<file path="config.mk">
export PLATFORM = sky130hd
export DESIGN_NAME = pmr_core
export DESIGN_NICKNAME = d
export VERILOG_FILES = /design/src/inc/pmr_pkg.sv /design/src/design/pmr_avg.sv /design/src/design/pmr_core.sv
export VERILOG_INCLUDE_DIRS = /design/src /design/src/inc
export SDC_FILE = /design/constraint.sdc
export NUM_CORES = 2
export LEC_CHECK = 0
export ABC_AREA = 1
export BUFFER_PORTS_ARGS = -buffer_cell sky130_fd_sc_hd__buf_2
export CORE_UTILIZATION = 55
export DETAILED_ROUTE_END_ITERATION = 16
export GPL_TIMING_DRIVEN = 1
export PLACE_DENSITY = 0.83
export SLEW_MARGIN = 20
export SYNTH_ARGS = -nofsm -noshare
export SYNTH_HDL_FRONTEND = slang
export SYNTH_SLANG_ARGS = --single-unit
</file>
<file path="constraint.sdc">
create_clock -name ref_clk -period 12.4 [get_ports ref_clk]
set_input_delay 1.86 -clock ref_clk [delete_from_list [all_inputs] [get_ports ref_clk]]
set_output_delay 1.86 -clock ref_clk [all_outputs]
set_load 0.02 [all_outputs]
</file>
<file path="src/inc/pmr_defs.svh">
`ifndef PMR_DEFS_SVH
`define PMR_DEFS_SVH

`define PMR_OFF_CFG       8'h00
`define PMR_OFF_SENSE     8'h01
`define PMR_OFF_BUS       8'h02
`define PMR_OFF_PWR       8'h03
`define PMR_OFF_CUR       8'h04
`define PMR_OFF_CAL       8'h05

`define PMR_CFG_RESET     16'h4127
`define PMR_CFG_RST_BIT   15
`define PMR_CFG_WMASK     16'h7FFF
`define PMR_CAL_WMASK     16'h7FFF
`define PMR_AVG_HI        11
`define PMR_AVG_LO        9
`define PMR_BCT_HI        8
`define PMR_BCT_LO        6
`define PMR_SCT_HI        5
`define PMR_SCT_LO        3

// Conversion times in microseconds, index is the three-bit time field
`define PMR_CT0_US        14'd139
`define PMR_CT1_US        14'd203
`define PMR_CT2_US        14'd269
`define PMR_CT3_US        14'd525
`define PMR_CT4_US        14'd1037
`define PMR_CT5_US        14'd2061
`define PMR_CT6_US        14'd4109
`define PMR_CT7_US        14'd8205

`define PMR_CLK_PERIOD_PS 4000
`define PMR_US_PS         1000000
`define PMR_CYC_PER_US    (`PMR_US_PS / `PMR_CLK_PERIOD_PS)

`define PMR_CUR_SHIFT     11
`define PMR_PWR_SHIFT     12

`endif

</file>
<file path="src/inc/pmr_pkg.sv">
package pmr_pkg;

    // Gray along idle, sense, bus, calc, power, hold
    typedef enum logic [2:0] {
        PMR_IDLE  = 3'b000,
        PMR_SENSE = 3'b001,
        PMR_BUS   = 3'b011,
        PMR_CALC  = 3'b010,
        PMR_PWR   = 3'b110,
        PMR_HOLD  = 3'b111
    } pmr_state_t;

    typedef logic [15:0] pmr_word_t;

endpackage

</file>
<file path="src/design/pmr_avg.sv">
`timescale 1ns/10ps
module pmr_avg #(
    parameter int W      = 16,
    parameter bit SIGNED = 1'b1
) (
    // Clock and reset
    input  wire logic         ref_clk,
    input  wire logic         reset_n,
    // Sample stream
    input  wire logic         clear,
    input  wire logic         take,
    input  wire logic         last,
    input  wire logic [3:0]   shift,
    input  wire logic [W-1:0] sample,
    // Result
    output logic      [W-1:0] avg_q
);
    localparam int AW = W + 11;

    logic signed [AW-1:0] acc_q;
    logic signed [AW-1:0] acc_d;
    logic        [W-1:0]  avg_d;
    logic signed [AW-1:0] ext;
    logic signed [AW-1:0] sum;

    initial begin
        if (W < 2) begin
            $error("pmr_avg: width too small");
        end
    end

    always_comb begin
        ext   = SIGNED ? AW'(signed'(sample)) : AW'(sample);
        sum   = acc_q + ext;
        acc_d = acc_q;
        avg_d = avg_q;
        if (clear) begin
            acc_d = '0;
        end else if (take) begin
            if (last) begin
                // Power-of-two counts, so the mean is an arithmetic shift
                avg_d = W'(sum >>> shift);
                acc_d = '0;
            end else begin
                acc_d = sum;
            end
        end
    end

    always_ff @(posedge ref_clk or negedge reset_n) begin
        if (!reset_n) begin
            acc_q <= '0;
            avg_q <= '0;
        end else begin
            acc_q <= acc_d;
            avg_q <= avg_d;
        end
    end
endmodule

</file>
<file path="src/design/pmr_core.sv">
`timescale 1ns/10ps
`include "pmr_defs.svh"
module pmr_core #(
    parameter int CYC_PER_US = `PMR_CYC_PER_US
) (
    // Clock and reset
    input  wire logic             ref_clk,
    input  wire logic             reset_n,
    // Register port from the serial front end
    input  wire logic             reg_wr_en,
    input  wire logic [7:0]       reg_addr,
    input  wire pmr_pkg::pmr_word_t reg_wdata,
    output pmr_pkg::pmr_word_t    reg_rd_data,
    // Converter words
    input  wire logic [15:0]      shunt_drop_reading,
    input  wire logic [14:0]      rail_voltage_reading,
    output logic                  sense_take,
    output logic                  bus_take,
    // Status
    output logic                  conv_busy,
    output logic                  conv_ready
);
    import pmr_pkg::*;

    initial begin
        if (CYC_PER_US < 1 || CYC_PER_US > 1024) begin
            $error("pmr_core: CYC_PER_US out of range");
        end
    end

    pmr_state_t state_q, state_d;
    pmr_word_t  cfg_q, cfg_d, cal_q, cal_d;
    pmr_word_t  sense_q, sense_d, bus_q, bus_d, cur_q, cur_d, pwr_q, pwr_d, rd_q, rd_d;
    logic [9:0]  div_q, div_d;
    logic [13:0] us_q, us_d;
    logic [9:0]  n_q, n_d;
    logic        restart_q, restart_d;
    logic        stake_q, stake_d, btake_q, btake_d, busy_q, busy_d, ready_q, ready_d;

    logic        us_tick, ct_done, last, clear, s_take, b_take;
    logic        meas_s, meas_b, cont, shut;
    logic [3:0]  avg_sh;
    logic [13:0] ct_us;
    logic [31:0] cur_prod, pwr_prod;
    pmr_word_t   cur_calc, pwr_calc, cur_abs, s_avg, b_avg;

    function automatic logic [13:0] ct_lookup(input logic [2:0] sel);
        case (sel)
            3'd0:    ct_lookup = `PMR_CT0_US;
            3'd1:    ct_lookup = `PMR_CT1_US;
            3'd2:    ct_lookup = `PMR_CT2_US;
            3'd3:    ct_lookup = `PMR_CT3_US;
            3'd4:    ct_lookup = `PMR_CT4_US;
            3'd5:    ct_lookup = `PMR_CT5_US;
            3'd6:    ct_lookup = `PMR_CT6_US;
            default: ct_lookup = `PMR_CT7_US;
        endcase
    endfunction

    function automatic logic [3:0] avg_lookup(input logic [2:0] sel);
        case (sel)
            3'd0:    avg_lookup = 4'd0;
            3'd1:    avg_lookup = 4'd2;
            3'd2:    avg_lookup = 4'd4;
            3'd3:    avg_lookup = 4'd6;
            3'd4:    avg_lookup = 4'd7;
            3'd5:    avg_lookup = 4'd8;
            3'd6:    avg_lookup = 4'd9;
            default: avg_lookup = 4'd10;
        endcase
    endfunction

    // Mode decode
    assign meas_s = cfg_q[0];
    assign meas_b = cfg_q[1];
    assign cont   = cfg_q[2];
    assign shut   = (cfg_q[1:0] == 2'b00);
    assign avg_sh = avg_lookup(cfg_q[`PMR_AVG_HI:`PMR_AVG_LO]);
    assign ct_us  = (state_q == PMR_BUS) ? ct_lookup(cfg_q[`PMR_BCT_HI:`PMR_BCT_LO])
                                         : ct_lookup(cfg_q[`PMR_SCT_HI:`PMR_SCT_LO]);
    assign us_tick = (div_q == 10'(CYC_PER_US - 1));
    assign ct_done = us_tick && (us_q == ct_us - 14'd1);
    assign last    = ({1'b0, n_q} == ((11'd1 << avg_sh) - 11'd1));
    assign s_take  = (state_q == PMR_SENSE) && ct_done;
    assign b_take  = (state_q == PMR_BUS) && ct_done;

    // Current and power from the published results
    // Both factors widened first so the product keeps all 32 bits
    assign cur_prod = 32'(signed'(sense_q)) * 32'(signed'({1'b0, cal_q[14:0]}));
    assign cur_calc = cur_prod[`PMR_CUR_SHIFT+15:`PMR_CUR_SHIFT];
    assign cur_abs  = cur_calc[15] ? 16'(-cur_calc) : cur_calc;
    assign pwr_prod = cur_abs * bus_q;
    assign pwr_calc = pwr_prod[`PMR_PWR_SHIFT+15:`PMR_PWR_SHIFT];

    pmr_avg #(.W(16), .SIGNED(1'b1)) u_sense_avg (
        .ref_clk (ref_clk),
        .reset_n (reset_n),
        .clear   (clear),
        .take    (s_take),
        .last    (last),
        .shift   (avg_sh),
        .sample  (shunt_drop_reading),
        .avg_q   (s_avg)
    );

    pmr_avg #(.W(16), .SIGNED(1'b0)) u_bus_avg (
        .ref_clk (ref_clk),
        .reset_n (reset_n),
        .clear   (clear),
        .take    (b_take),
        .last    (last),
        .shift   (avg_sh),
        .sample  ({1'b0, rail_voltage_reading}),
        .avg_q   (b_avg)
    );

    always_comb begin
        state_d   = state_q;
        cfg_d     = cfg_q;
        cal_d     = cal_q;
        sense_d   = sense_q;
        bus_d     = bus_q;
        cur_d     = cur_q;
        pwr_d     = pwr_q;
        div_d     = us_tick ? 10'd0 : div_q + 10'd1;
        us_d      = us_q;
        n_d       = n_q;
        restart_d = restart_q;
        stake_d   = s_take;
        btake_d   = b_take;
        ready_d   = 1'b0;
        clear     = 1'b0;
        if (us_tick) begin
            us_d = us_q + 14'd1;
        end
        unique case (state_q)
            PMR_IDLE, PMR_HOLD: begin
                if (restart_q) begin
                    restart_d = 1'b0;
                    div_d     = '0;
                    us_d      = '0;
                    n_d       = '0;
                    clear     = 1'b1;
                    if (!shut) begin
                        state_d = meas_s ? PMR_SENSE : PMR_BUS;
                    end
                end
            end
            PMR_SENSE, PMR_BUS: begin
                if (ct_done) begin
                    us_d = '0;
                    if (state_q == PMR_SENSE && meas_b) begin
                        state_d = PMR_BUS;
                    end else if (last) begin
                        state_d = PMR_CALC;
                    end else begin
                        n_d     = n_q + 10'd1;
                        state_d = meas_s ? PMR_SENSE : PMR_BUS;
                    end
                end
            end
            PMR_CALC: begin
                if (meas_s) begin
                    sense_d = s_avg;
                end
                if (meas_b) begin
                    bus_d = {1'b0, b_avg[14:0]};
                end
                state_d = PMR_PWR;
            end
            PMR_PWR: begin
                cur_d   = cur_calc;
                pwr_d   = pwr_calc;
                ready_d = 1'b1;
                if (cont) begin
                    restart_d = 1'b1;
                    state_d   = PMR_IDLE;
                end else begin
                    state_d = PMR_HOLD;
                end
            end
        endcase
        // Configuration write wins: abort whatever runs and restart next cycle
        if (reg_wr_en) begin
            if (reg_addr == `PMR_OFF_CFG) begin
                state_d   = PMR_IDLE;
                restart_d = 1'b1;
                clear     = 1'b1;
                stake_d   = 1'b0;
                btake_d   = 1'b0;
                ready_d   = 1'b0;
                if (reg_wdata[`PMR_CFG_RST_BIT]) begin
                    cfg_d   = `PMR_CFG_RESET;
                    cal_d   = '0;
                    sense_d = '0;
                    bus_d   = '0;
                    cur_d   = '0;
                    pwr_d   = '0;
                end else begin
                    cfg_d = reg_wdata & `PMR_CFG_WMASK;
                end
            end else if (reg_addr == `PMR_OFF_CAL) begin
                cal_d = reg_wdata & `PMR_CAL_WMASK;
            end
        end
        busy_d = (state_d != PMR_IDLE) && (state_d != PMR_HOLD);
        case (reg_addr)
            `PMR_OFF_CFG:   rd_d = cfg_d;
            `PMR_OFF_SENSE: rd_d = sense_d;
            `PMR_OFF_BUS:   rd_d = bus_d;
            `PMR_OFF_PWR:   rd_d = pwr_d;
            `PMR_OFF_CUR:   rd_d = cur_d;
            `PMR_OFF_CAL:   rd_d = cal_d;
            default:        rd_d = '0;
        endcase
    end

    always_ff @(posedge ref_clk or negedge reset_n) begin
        if (!reset_n) begin
            state_q   <= PMR_IDLE;
            cfg_q     <= `PMR_CFG_RESET;
            cal_q     <= '0;
            sense_q   <= '0;
            bus_q     <= '0;
            cur_q     <= '0;
            pwr_q     <= '0;
            rd_q      <= '0;
            div_q     <= '0;
            us_q      <= '0;
            n_q       <= '0;
            restart_q <= 1'b1;
            stake_q   <= 1'b0;
            btake_q   <= 1'b0;
            busy_q    <= 1'b0;
            ready_q   <= 1'b0;
        end else begin
            state_q   <= state_d;
            cfg_q     <= cfg_d;
            cal_q     <= cal_d;
            sense_q   <= sense_d;
            bus_q     <= bus_d;
            cur_q     <= cur_d;
            pwr_q     <= pwr_d;
            rd_q      <= rd_d;
            div_q     <= div_d;
            us_q      <= us_d;
            n_q       <= n_d;
            restart_q <= restart_d;
            stake_q   <= stake_d;
            btake_q   <= btake_d;
            busy_q    <= busy_d;
            ready_q   <= ready_d;
        end
    end

    assign reg_rd_data = rd_q;
    assign sense_take  = stake_q;
    assign bus_take    = btake_q;
    assign conv_busy   = busy_q;
    assign conv_ready  = ready_q;

    chk_cfg_default: assert property (@(posedge ref_clk) disable iff (!reset_n)
        !$past(reset_n) |-> cfg_q[2:0] == 3'b111)
        else $error("select field not continuous both after reset");

    chk_wr_abort: assert property (@(posedge ref_clk) disable iff (!reset_n)
        (reg_wr_en && reg_addr == `PMR_OFF_CFG) |=> state_q == PMR_IDLE && restart_q)
        else $error("configuration write did not abort conversion");

    chk_wr_restart: assert property (@(posedge ref_clk) disable iff (!reset_n)
        (reg_wr_en && reg_addr == `PMR_OFF_CFG && !reg_wdata[15]
         && reg_wdata[1:0] != 2'b00) ##1 !reg_wr_en
        |=> state_q == PMR_SENSE || state_q == PMR_BUS)
        else $error("no fresh conversion after configuration write");

    chk_shut_idle: assert property (@(posedge ref_clk) disable iff (!reset_n)
        cfg_q[1:0] == 2'b00 |-> state_q == PMR_IDLE)
        else $error("conversion running in shutdown");

    chk_trig_hold: assert property (@(posedge ref_clk) disable iff (!reset_n)
        (state_q == PMR_PWR && !cfg_q[2] && !reg_wr_en)
        |=> state_q == PMR_HOLD ##1 (state_q == PMR_HOLD || $past(reg_wr_en)))
        else $error("triggered select did not idle after one conversion");

    chk_sense_store: assert property (@(posedge ref_clk) disable iff (!reset_n)
        (state_q == PMR_CALC && cfg_q[0] && !reg_wr_en) |=> sense_q == $past(s_avg))
        else $error("sense result not the averaged value");

    chk_bus_msb: assert property (@(posedge ref_clk) disable iff (!reset_n)
        bus_q[15] == 1'b0 && !(rd_q[15] && $past(reg_addr) == `PMR_OFF_BUS))
        else $error("bus result bit 15 set");

    chk_power_prod: assert property (@(posedge ref_clk) disable iff (!reset_n)
        (ready_q && !$past(reg_wr_en)) |-> pwr_q == pwr_calc && cur_q == cur_calc)
        else $error("power or current not the product of results");

endmodule

</file>
Word level (Yosys, flattened, before mapping)
Index checks and enable logic that the tools add are counted.
Widths: inputs -> output; s select.
{"block": "word_totals", "out_inout_bits": 20, "ff_bits": 239, "wordCells": 164, "inputBits": 58}
{"block": "classes", "addsub": 8, "bitwise": 1, "reduce_logical": 20, "mul": 2, "mux": 74, "n_eq_ne": 36, "n_shift": 3}
{"op": "$mux 16", "count": 25}
{"op": "$pmux 14 s7", "count": 2}
{"op": "$mux 27", "count": 6}
{"op": "$pmux 16 s6", "count": 1}
{"op": "$mux 10", "count": 7}
{"op": "$mux 14", "count": 4}
{"op": "$add 27x16->27", "count": 2}
{"op": "$eq 3x3->1 const B", "count": 11}
{"op": "$mul 16x16->28", "count": 1}
{"op": "$pmux 14 s2", "count": 1}
{"op": "$pmux 4 s7", "count": 1}
{"op": "$mul 16x16->27", "count": 1}
{"op": "$sshr 27x4->15", "count": 1}
{"op": "$sshr 27x4->16", "count": 1}
{"op": "$eq 3x2->1 const B", "count": 8}
{"op": "$add 10x1->10 const B", "count": 2}
{"op": "$pmux 10 s2", "count": 1}
{"op": "$mux 3", "count": 6}
{"op": "$eq 8x2->1 const B", "count": 2}
{"op": "$eq 8x3->1 const B", "count": 2}
{"op": "$neg 16->16", "count": 1}
{"op": "$mux 15", "count": 1}
{"op": "$add 14x1->14 const B", "count": 1}
{"op": "$eq 14x14->1", "count": 1}
{"op": "other kinds (23)", "count": 55}

Depth between registers and ports, before layout
{"block": "depth", "depth_word": 13, "mapped_depth": 63, "depth_no_buf": 60}

Cells and area by module
From an unflattened synthesis, not the netlist that was laid out.
{"block": "unflattened", "hier_cells": 5104, "area_unflattened_um2": 35096.2}
{"module": "pmr_core", "area_per_inst_um2": 25635.8, "cells_per_inst": 3475, "instances": 1, "seq_area_each_um2": 3862.5}
{"module": "pmr_avg at u_sense_avg", "area_per_inst_um2": 4923.5, "cells_per_inst": 845, "instances": 1, "seq_area_each_um2": 1076.0}
{"module": "pmr_avg at u_bus_avg", "area_per_inst_um2": 4536.9, "cells_per_inst": 784, "instances": 1, "seq_area_each_um2": 1076.0}

Worst setup path before layout
No wires, ideal clock.
{"block": "synth_timing", "path_kind": "reg2reg", "startpoint": "register cal_q[3]", "endpoint": "register rd_q[15], in the netlist reg_rd_data[15]", "path_stages_with_launch": 52, "synth_period_minus_slack_ns": 11.162, "setup_time_ns": 0.117, "path_slack_ns": 1.238, "t_arrival_ns": 11.045, "t_required_ns": 12.283, "n_path_buf": 4, "cell_sequence": "dfrtp_1 -> clkbuf_1 -> clkbuf_1 -> nand2_1 -> fa_1 -> inv_1 -> fa_1 -> inv_1 -> fa_1 -> fa_1 -> inv_1 -> fa_1 -> inv_1 -> fa_1 -> inv_1 -> ha_1 -> nand2_1 -> nor3_2 -> [... 16 more ...] -> fa_1 -> inv_1 -> fa_1 -> fa_1 -> inv_1 -> fa_1 -> inv_1 -> ha_1 -> a21oi_1 -> o21ai_0 -> a21oi_1 -> o221a_2 -> a21boi_0 -> inv_1 -> nand2_1 -> nand3_2 -> nand3_1 -> nand2_1"}
{"block": "synth_between", "elab_chain_len": 9, "elab_cells_between_ends": 13, "classes_between": "add/sub (1); mul (2); mux (10)"}
{"item": "start: declaration", "line": "pmr_core.sv:32", "text": "pmr_word_t cfg_q, cfg_d, cal_q, cal_d;"}
{"item": "start signal: assignment", "line": "pmr_core.sv:239", "text": "cal_q <= cal_d;"}
{"item": "$mul 16x16->27 (*)", "line": "pmr_core.sv:89", "text": "assign cur_prod = 32'(signed'(sense_q)) * 32'(signed'({1'b0, cal_q[14:0]}));"}
{"item": "$neg 16->16", "line": "pmr_core.sv:91", "text": "assign cur_abs = cur_calc[15] ? 16'(-cur_calc) : cur_calc;"}
{"item": "$mux 16", "line": "pmr_core.sv:91"}
{"item": "$mul 16x16->28", "line": "pmr_core.sv:92", "text": "assign pwr_prod = cur_abs * bus_q;"}
{"item": "$mux 16", "line": "pmr_core.sv:136", "text": "unique case (state_q)"}
{"item": "$mux 16", "line": "pmr_core.sv:192", "text": "if (reg_wdata[`PMR_CFG_RST_BIT]) begin"}
{"item": "$mux 16", "line": "pmr_core.sv:185", "text": "if (reg_addr == `PMR_OFF_CFG) begin"}
{"item": "$mux 16", "line": "pmr_core.sv:184", "text": "if (reg_wr_en) begin"}
{"item": "$pmux 16 s6 (*)", "line": "pmr_core.sv:207", "text": "case (reg_addr)"}
{"item": "named net rd_d[15]", "line": "pmr_core.sv:33", "text": "pmr_word_t sense_q, sense_d, bus_q, bus_d, cur_q, cur_d, pwr_q, pwr_d, rd_q, rd_d;"}
{"item": "end signal: assignment", "line": "pmr_core.sv:244", "text": "rd_q <= rd_d;"}
{"item": "end: declaration", "line": "pmr_core.sv:33"}
Mark *: on every way through the listed nets, which the timed path passes. The rest lies on a longest branch.
A chain may end at the register's enable or synchronous reset.

Final worst setup path
{"block": "layout_timing", "startpoint": "register cal_q[11]", "endpoint": "register rd_q[4], in the netlist reg_rd_data[4]"}
The elaborated chain is that of the path after synthesis.

==> parameters.txt <==
Parameter                              Value

Yosys
  Mapped Cells ... between 4000 and 5000
  Post-Synthesis Net Count ... 5035
  Share of flip-flops with an asynchronous set or reset ... between 90% and 100%
  Average cell area after synthesis ... approximately 7.4 um2
  Combined area of all synthesized cells ... between 0.03 and 0.04 mm2
  Total of warnings raised by yosys ... 0
  Proportion of synthesized chip area in sequential cells ... a little under a fifth
  Synth cell types ... 74
  Post-synthesis register bit count ... 238
  Number of synthesized flops with an enable pin ... 0
  Flip-flop cell with the highest count after synthesis ... sky130_fd_sc_hd__dfrtp_1

Floorplan
  Chip height ... around 240 um
  Count of standard-cell rows ... 88
  Die span in x ... 245 um
  Top Ports ... ~80
  Core Region ... 0.0579 mm2
  Starting density of the core ... between 50% and 60%
  Total Die Area ... ~0.060 mm2

GRT
  Initial antenna violation count ... 3
  Global-route wire length before repair ... 155000 um
  All-layer global routing usage ... about a third
  Pin count of the biggest net entering global routing ... roughly 110
  Remaining global-route overflow ... 0
  Vias in the first global route ... 29140

Timing
  Tmin final ... around 12 ns
  Tightest hold margin ... 0.487 ns
  Count of final setup violators ... 0
  Post-Route Skew ... 0.0145 ns
  Post-route fraction of the period consumed by the critical path ... about 96%
  Setup TNS after final layout ... 0 ns
  Number of hold violations in the final report ... 0
  Slew at the pin closest to its max-slew limit ... roughly 1.1 ns
  Relative slew slack ... between 20% and 30%
  Maximum clock rate ... 84.2 MHz
  Post-route setup slack ... 0.523 ns
  Pins over their slew limit ... 0

Cells and area
  Layout Nets ... roughly 5100
  Layout cells sized above 1 ... approximately 7.8%
  Final standard cell utilization of the core ... 59.7%
  Area growth syn-to-layout ... 6.68%

Worst setup path
  Path depth of the worst reg2reg path ... 45
  Most frequent cell on the critical path ... sky130_fd_sc_hd__fa_1
  Worst path slowest cell ... sky130_fd_sc_hd__dfrtp_1
  CP Capture Type ... flop
  Startpoint type of the worst setup path ... flop
  Critical R2R Capture ... reg_rd_data[4]
  CP peak stage delay ... between 0.8 and 0.9 ns
  Data arrival time at the worst-slack endpoint ... between 10 and 15 ns
  Reg2reg setup slack ... 0.52 ns
  Critical path peak fanout ... 21
  Worst reg2reg path startpoint ... cal_q[11]
  Critical path type ... reg2reg
  Source of the critical timing path ... cal_q[11]
  Worst setup endpoint ... reg_rd_data[4]
  Critical path data required time ... about 13 ns

Clocking
  Clock-pin slew on the worst setup and hold paths ... 0.07 ns
  Root buf cell ... sky130_fd_sc_hd__clkbuf_16
  Count of clock tree sinks ... 238
  CTS Hold Bufs ... 0
  TritonCTS clock tree ... built
  Number of buffers on the longest clock path ... 3
  Num CTS Buffers ... 23
  Max H-tree Level ... 1
  Clock network latency to the later pin of the worst-skew pair ... 0.53 ns

Place
  Quantity of I/O buffers inserted on ports ... between 70 and 80
  Final weighted congestion in routability-driven placement ... between 0.9 and 1
  Worst setup slack after placement ... 0.113 ns
  Placed wire-length estimate after detailed placement ... 78100 um

Detailed routing
  Drt pass-1 iters ... 7
  Number of remaining DRC errors ... 0
  Number of nets with antenna violations after detailed routing ... 0
  Initial DRC Count ... 3092
  WL/cell ... about 19 um
  Vias per cell ... between 5 and 6
  DRT Wirelength ... 97100 um
  Number of vias after detailed routing ... about 29000

Flow run
  MaxCap Viol Count ... 0

Pwr
  Overall power of the completed layout ... 2810 uW
  Power per Cell Area ... 81.2 mW/mm2
  IR Drop Worst-Case VDD ... roughly 0.13 mV
  Static leakage ... between 0.015 and 0.02 uW

Worst hold path
  Min-Delay Path Class ... reg2reg

Status
  Result of the run ... finished clean
## what timing repair did
item | 4_1_cts | 5_1_grt
endpoints found under the setup margin | 0 | 32
resized for setup | 0 | 33
hold endpoints to repair | 0 | 0
setup buffers | 0 | 2
## area by class of cell
cell class / count / area, um2
antenna: 2 / 5.00
clock buffer: 31 / 656
clock inverter: 10 / 133
fill: 5233 / 23300
inverter: 960 / 3620
multi-input combinational: 3041 / 22300
sequential: 238 / 5980
tap: 765 / 957
timing repair buffer: 142 / 900
## critical path: cells and delay by family (launching register included)
family	cells	cell delay (ns)
AOI/OAI and AO/OA	7	1.24
xor gates and xnor gates	1	0.22
adders and majority gates	14	6.73
buffers and inverters	11	0.91
DFF	1	0.85
and+or+nand+nor	12	1.84
## cells by family (layout without fill, tap and decap cells)
| logic type | after synthesis | in the layout | share of synthesized area [%] |
|---|---|---|---|
| compound gates | 520 | 520 | 9.19 |
| xor+xnor | 83 | 83 | 2.24 |
| fa+ha+maj | 592 | 592 | 32.1 |
| buf+inv | 1106 | 1143 | 13.0 |
| flops | 238 | 238 | 18.4 |
| mux | 16 | 16 | 0.541 |
| other cells | 1 | 3 | 0.0116 |
| simple gates | 1829 | 1829 | 24.5 |
## state kept, by name (all words and copies together), names as in the netlist, 16 cells and up
register           count
reg_rd_data           16
sense_q               16
cal_q                 16
bus_q                 16
pwr_q                 16
u_sense_avg.acc_q     27
cur_q                 16
cfg_q                 16
u_sense_avg.avg_q     16
u_bus_avg.acc_q       26
## cells in the final DEF, fill, tap and decap left out, types with 9 or more instances in the layout
cell type	count
sky130_fd_sc_hd__nand2_1	1053
sky130_fd_sc_hd__inv_1	934
sky130_fd_sc_hd__fa_1	396
sky130_fd_sc_hd__nor2_1	292
sky130_fd_sc_hd__nand3_1	253
sky130_fd_sc_hd__dfrtp_1	218
sky130_fd_sc_hd__o21ai_0	214
sky130_fd_sc_hd__ha_1	194
sky130_fd_sc_hd__a21oi_1	136
sky130_fd_sc_hd__buf_2	76
sky130_fd_sc_hd__xor2_1	67
sky130_fd_sc_hd__buf_4	63
sky130_fd_sc_hd__nand4_1	49
sky130_fd_sc_hd__o211ai_1	36
sky130_fd_sc_hd__nor3_1	33
sky130_fd_sc_hd__or2_2	30
sky130_fd_sc_hd__o22ai_1	26
sky130_fd_sc_hd__nand2_2	23
sky130_fd_sc_hd__clkbuf_16	23
sky130_fd_sc_hd__a31oi_1	20
sky130_fd_sc_hd__o21ai_1	17
sky130_fd_sc_hd__xnor2_1	14
sky130_fd_sc_hd__clkinv_1	12
sky130_fd_sc_hd__nor4_1	12
sky130_fd_sc_hd__mux2_2	12
sky130_fd_sc_hd__dfrtp_2	12
sky130_fd_sc_hd__and2_1	10
sky130_fd_sc_hd__inv_2	10
sky130_fd_sc_hd__nand3_2	9
sky130_fd_sc_hd__a221oi_1	9
## where the power goes
group	total [uW]	switching, uW	internal [uW]	leakage, uW
clock network	753	319	434	0.000381
registers	964	87.3	877	0.00312
logic	1090	748	341	0.0152
## synth_stat cells, drive strengths merged (7+ instances only)
master | n | area [um2]
nand2 | 1084 | 4170
inv | 945 | 3550
fa | 397 | 7950
nor2 | 306 | 1210
nand3 | 266 | 1430
o21ai | 234 | 1170
dfrtp | 231 | 5780
ha | 195 | 2440
a21oi | 139 | 703
clkbuf | 115 | 432
xor2 | 68 | 596
nand4 | 53 | 357
nor3 | 41 | 236
o211ai | 36 | 270
or2 | 32 | 200
buf | 31 | 175
o22ai | 26 | 163
a31oi | 21 | 131
nor4 | 16 | 128
clkinv | 15 | 67.6
xnor2 | 15 | 131
mux2 | 12 | 135
and2 | 10 | 62.6
a221oi | 9 | 78.8
o21bai | 9 | 71.3
a21o | 8 | 60.1
a211oi | 7 | 52.6
dfstp | 7 | 184
nand3b | 7 | 52.6
## worst min path at each step
stage,cells after the start,end,start
after detailed placement,2,u_bus_avg.avg_q[2],u_bus_avg.avg_q[2]
after global placement,2,u_bus_avg.avg_q[14],u_bus_avg.avg_q[14]
after floorplan,2,cfg_q[13],cfg_q[13]
after CTS,2,u_bus_avg.avg_q[13],u_bus_avg.avg_q[13]
after global routing,2,u_bus_avg.avg_q[2],u_bus_avg.avg_q[2]
final,2,u_bus_avg.avg_q[13],u_bus_avg.avg_q[13]
## metal layers
metal	wire [um]	vias to the layer above	GRT usage, %
met5	22	-	0
met4	4550	4	14.0
met3	9520	248	6.09
met2	44400	1447	53.5
met1	38600	13888	42.9
li1	-	13550	-
## per-stage QoR
stage                     instance area [um2]  std cells
after floorplan                         32400       4385
after global placement                  33700       5144
after detailed placement                33700       5144
after CTS                               34500       5185
after global routing                    34600       5187
final                                   34600       5189
No activity file was read; power rests on OpenSTA's default activity.
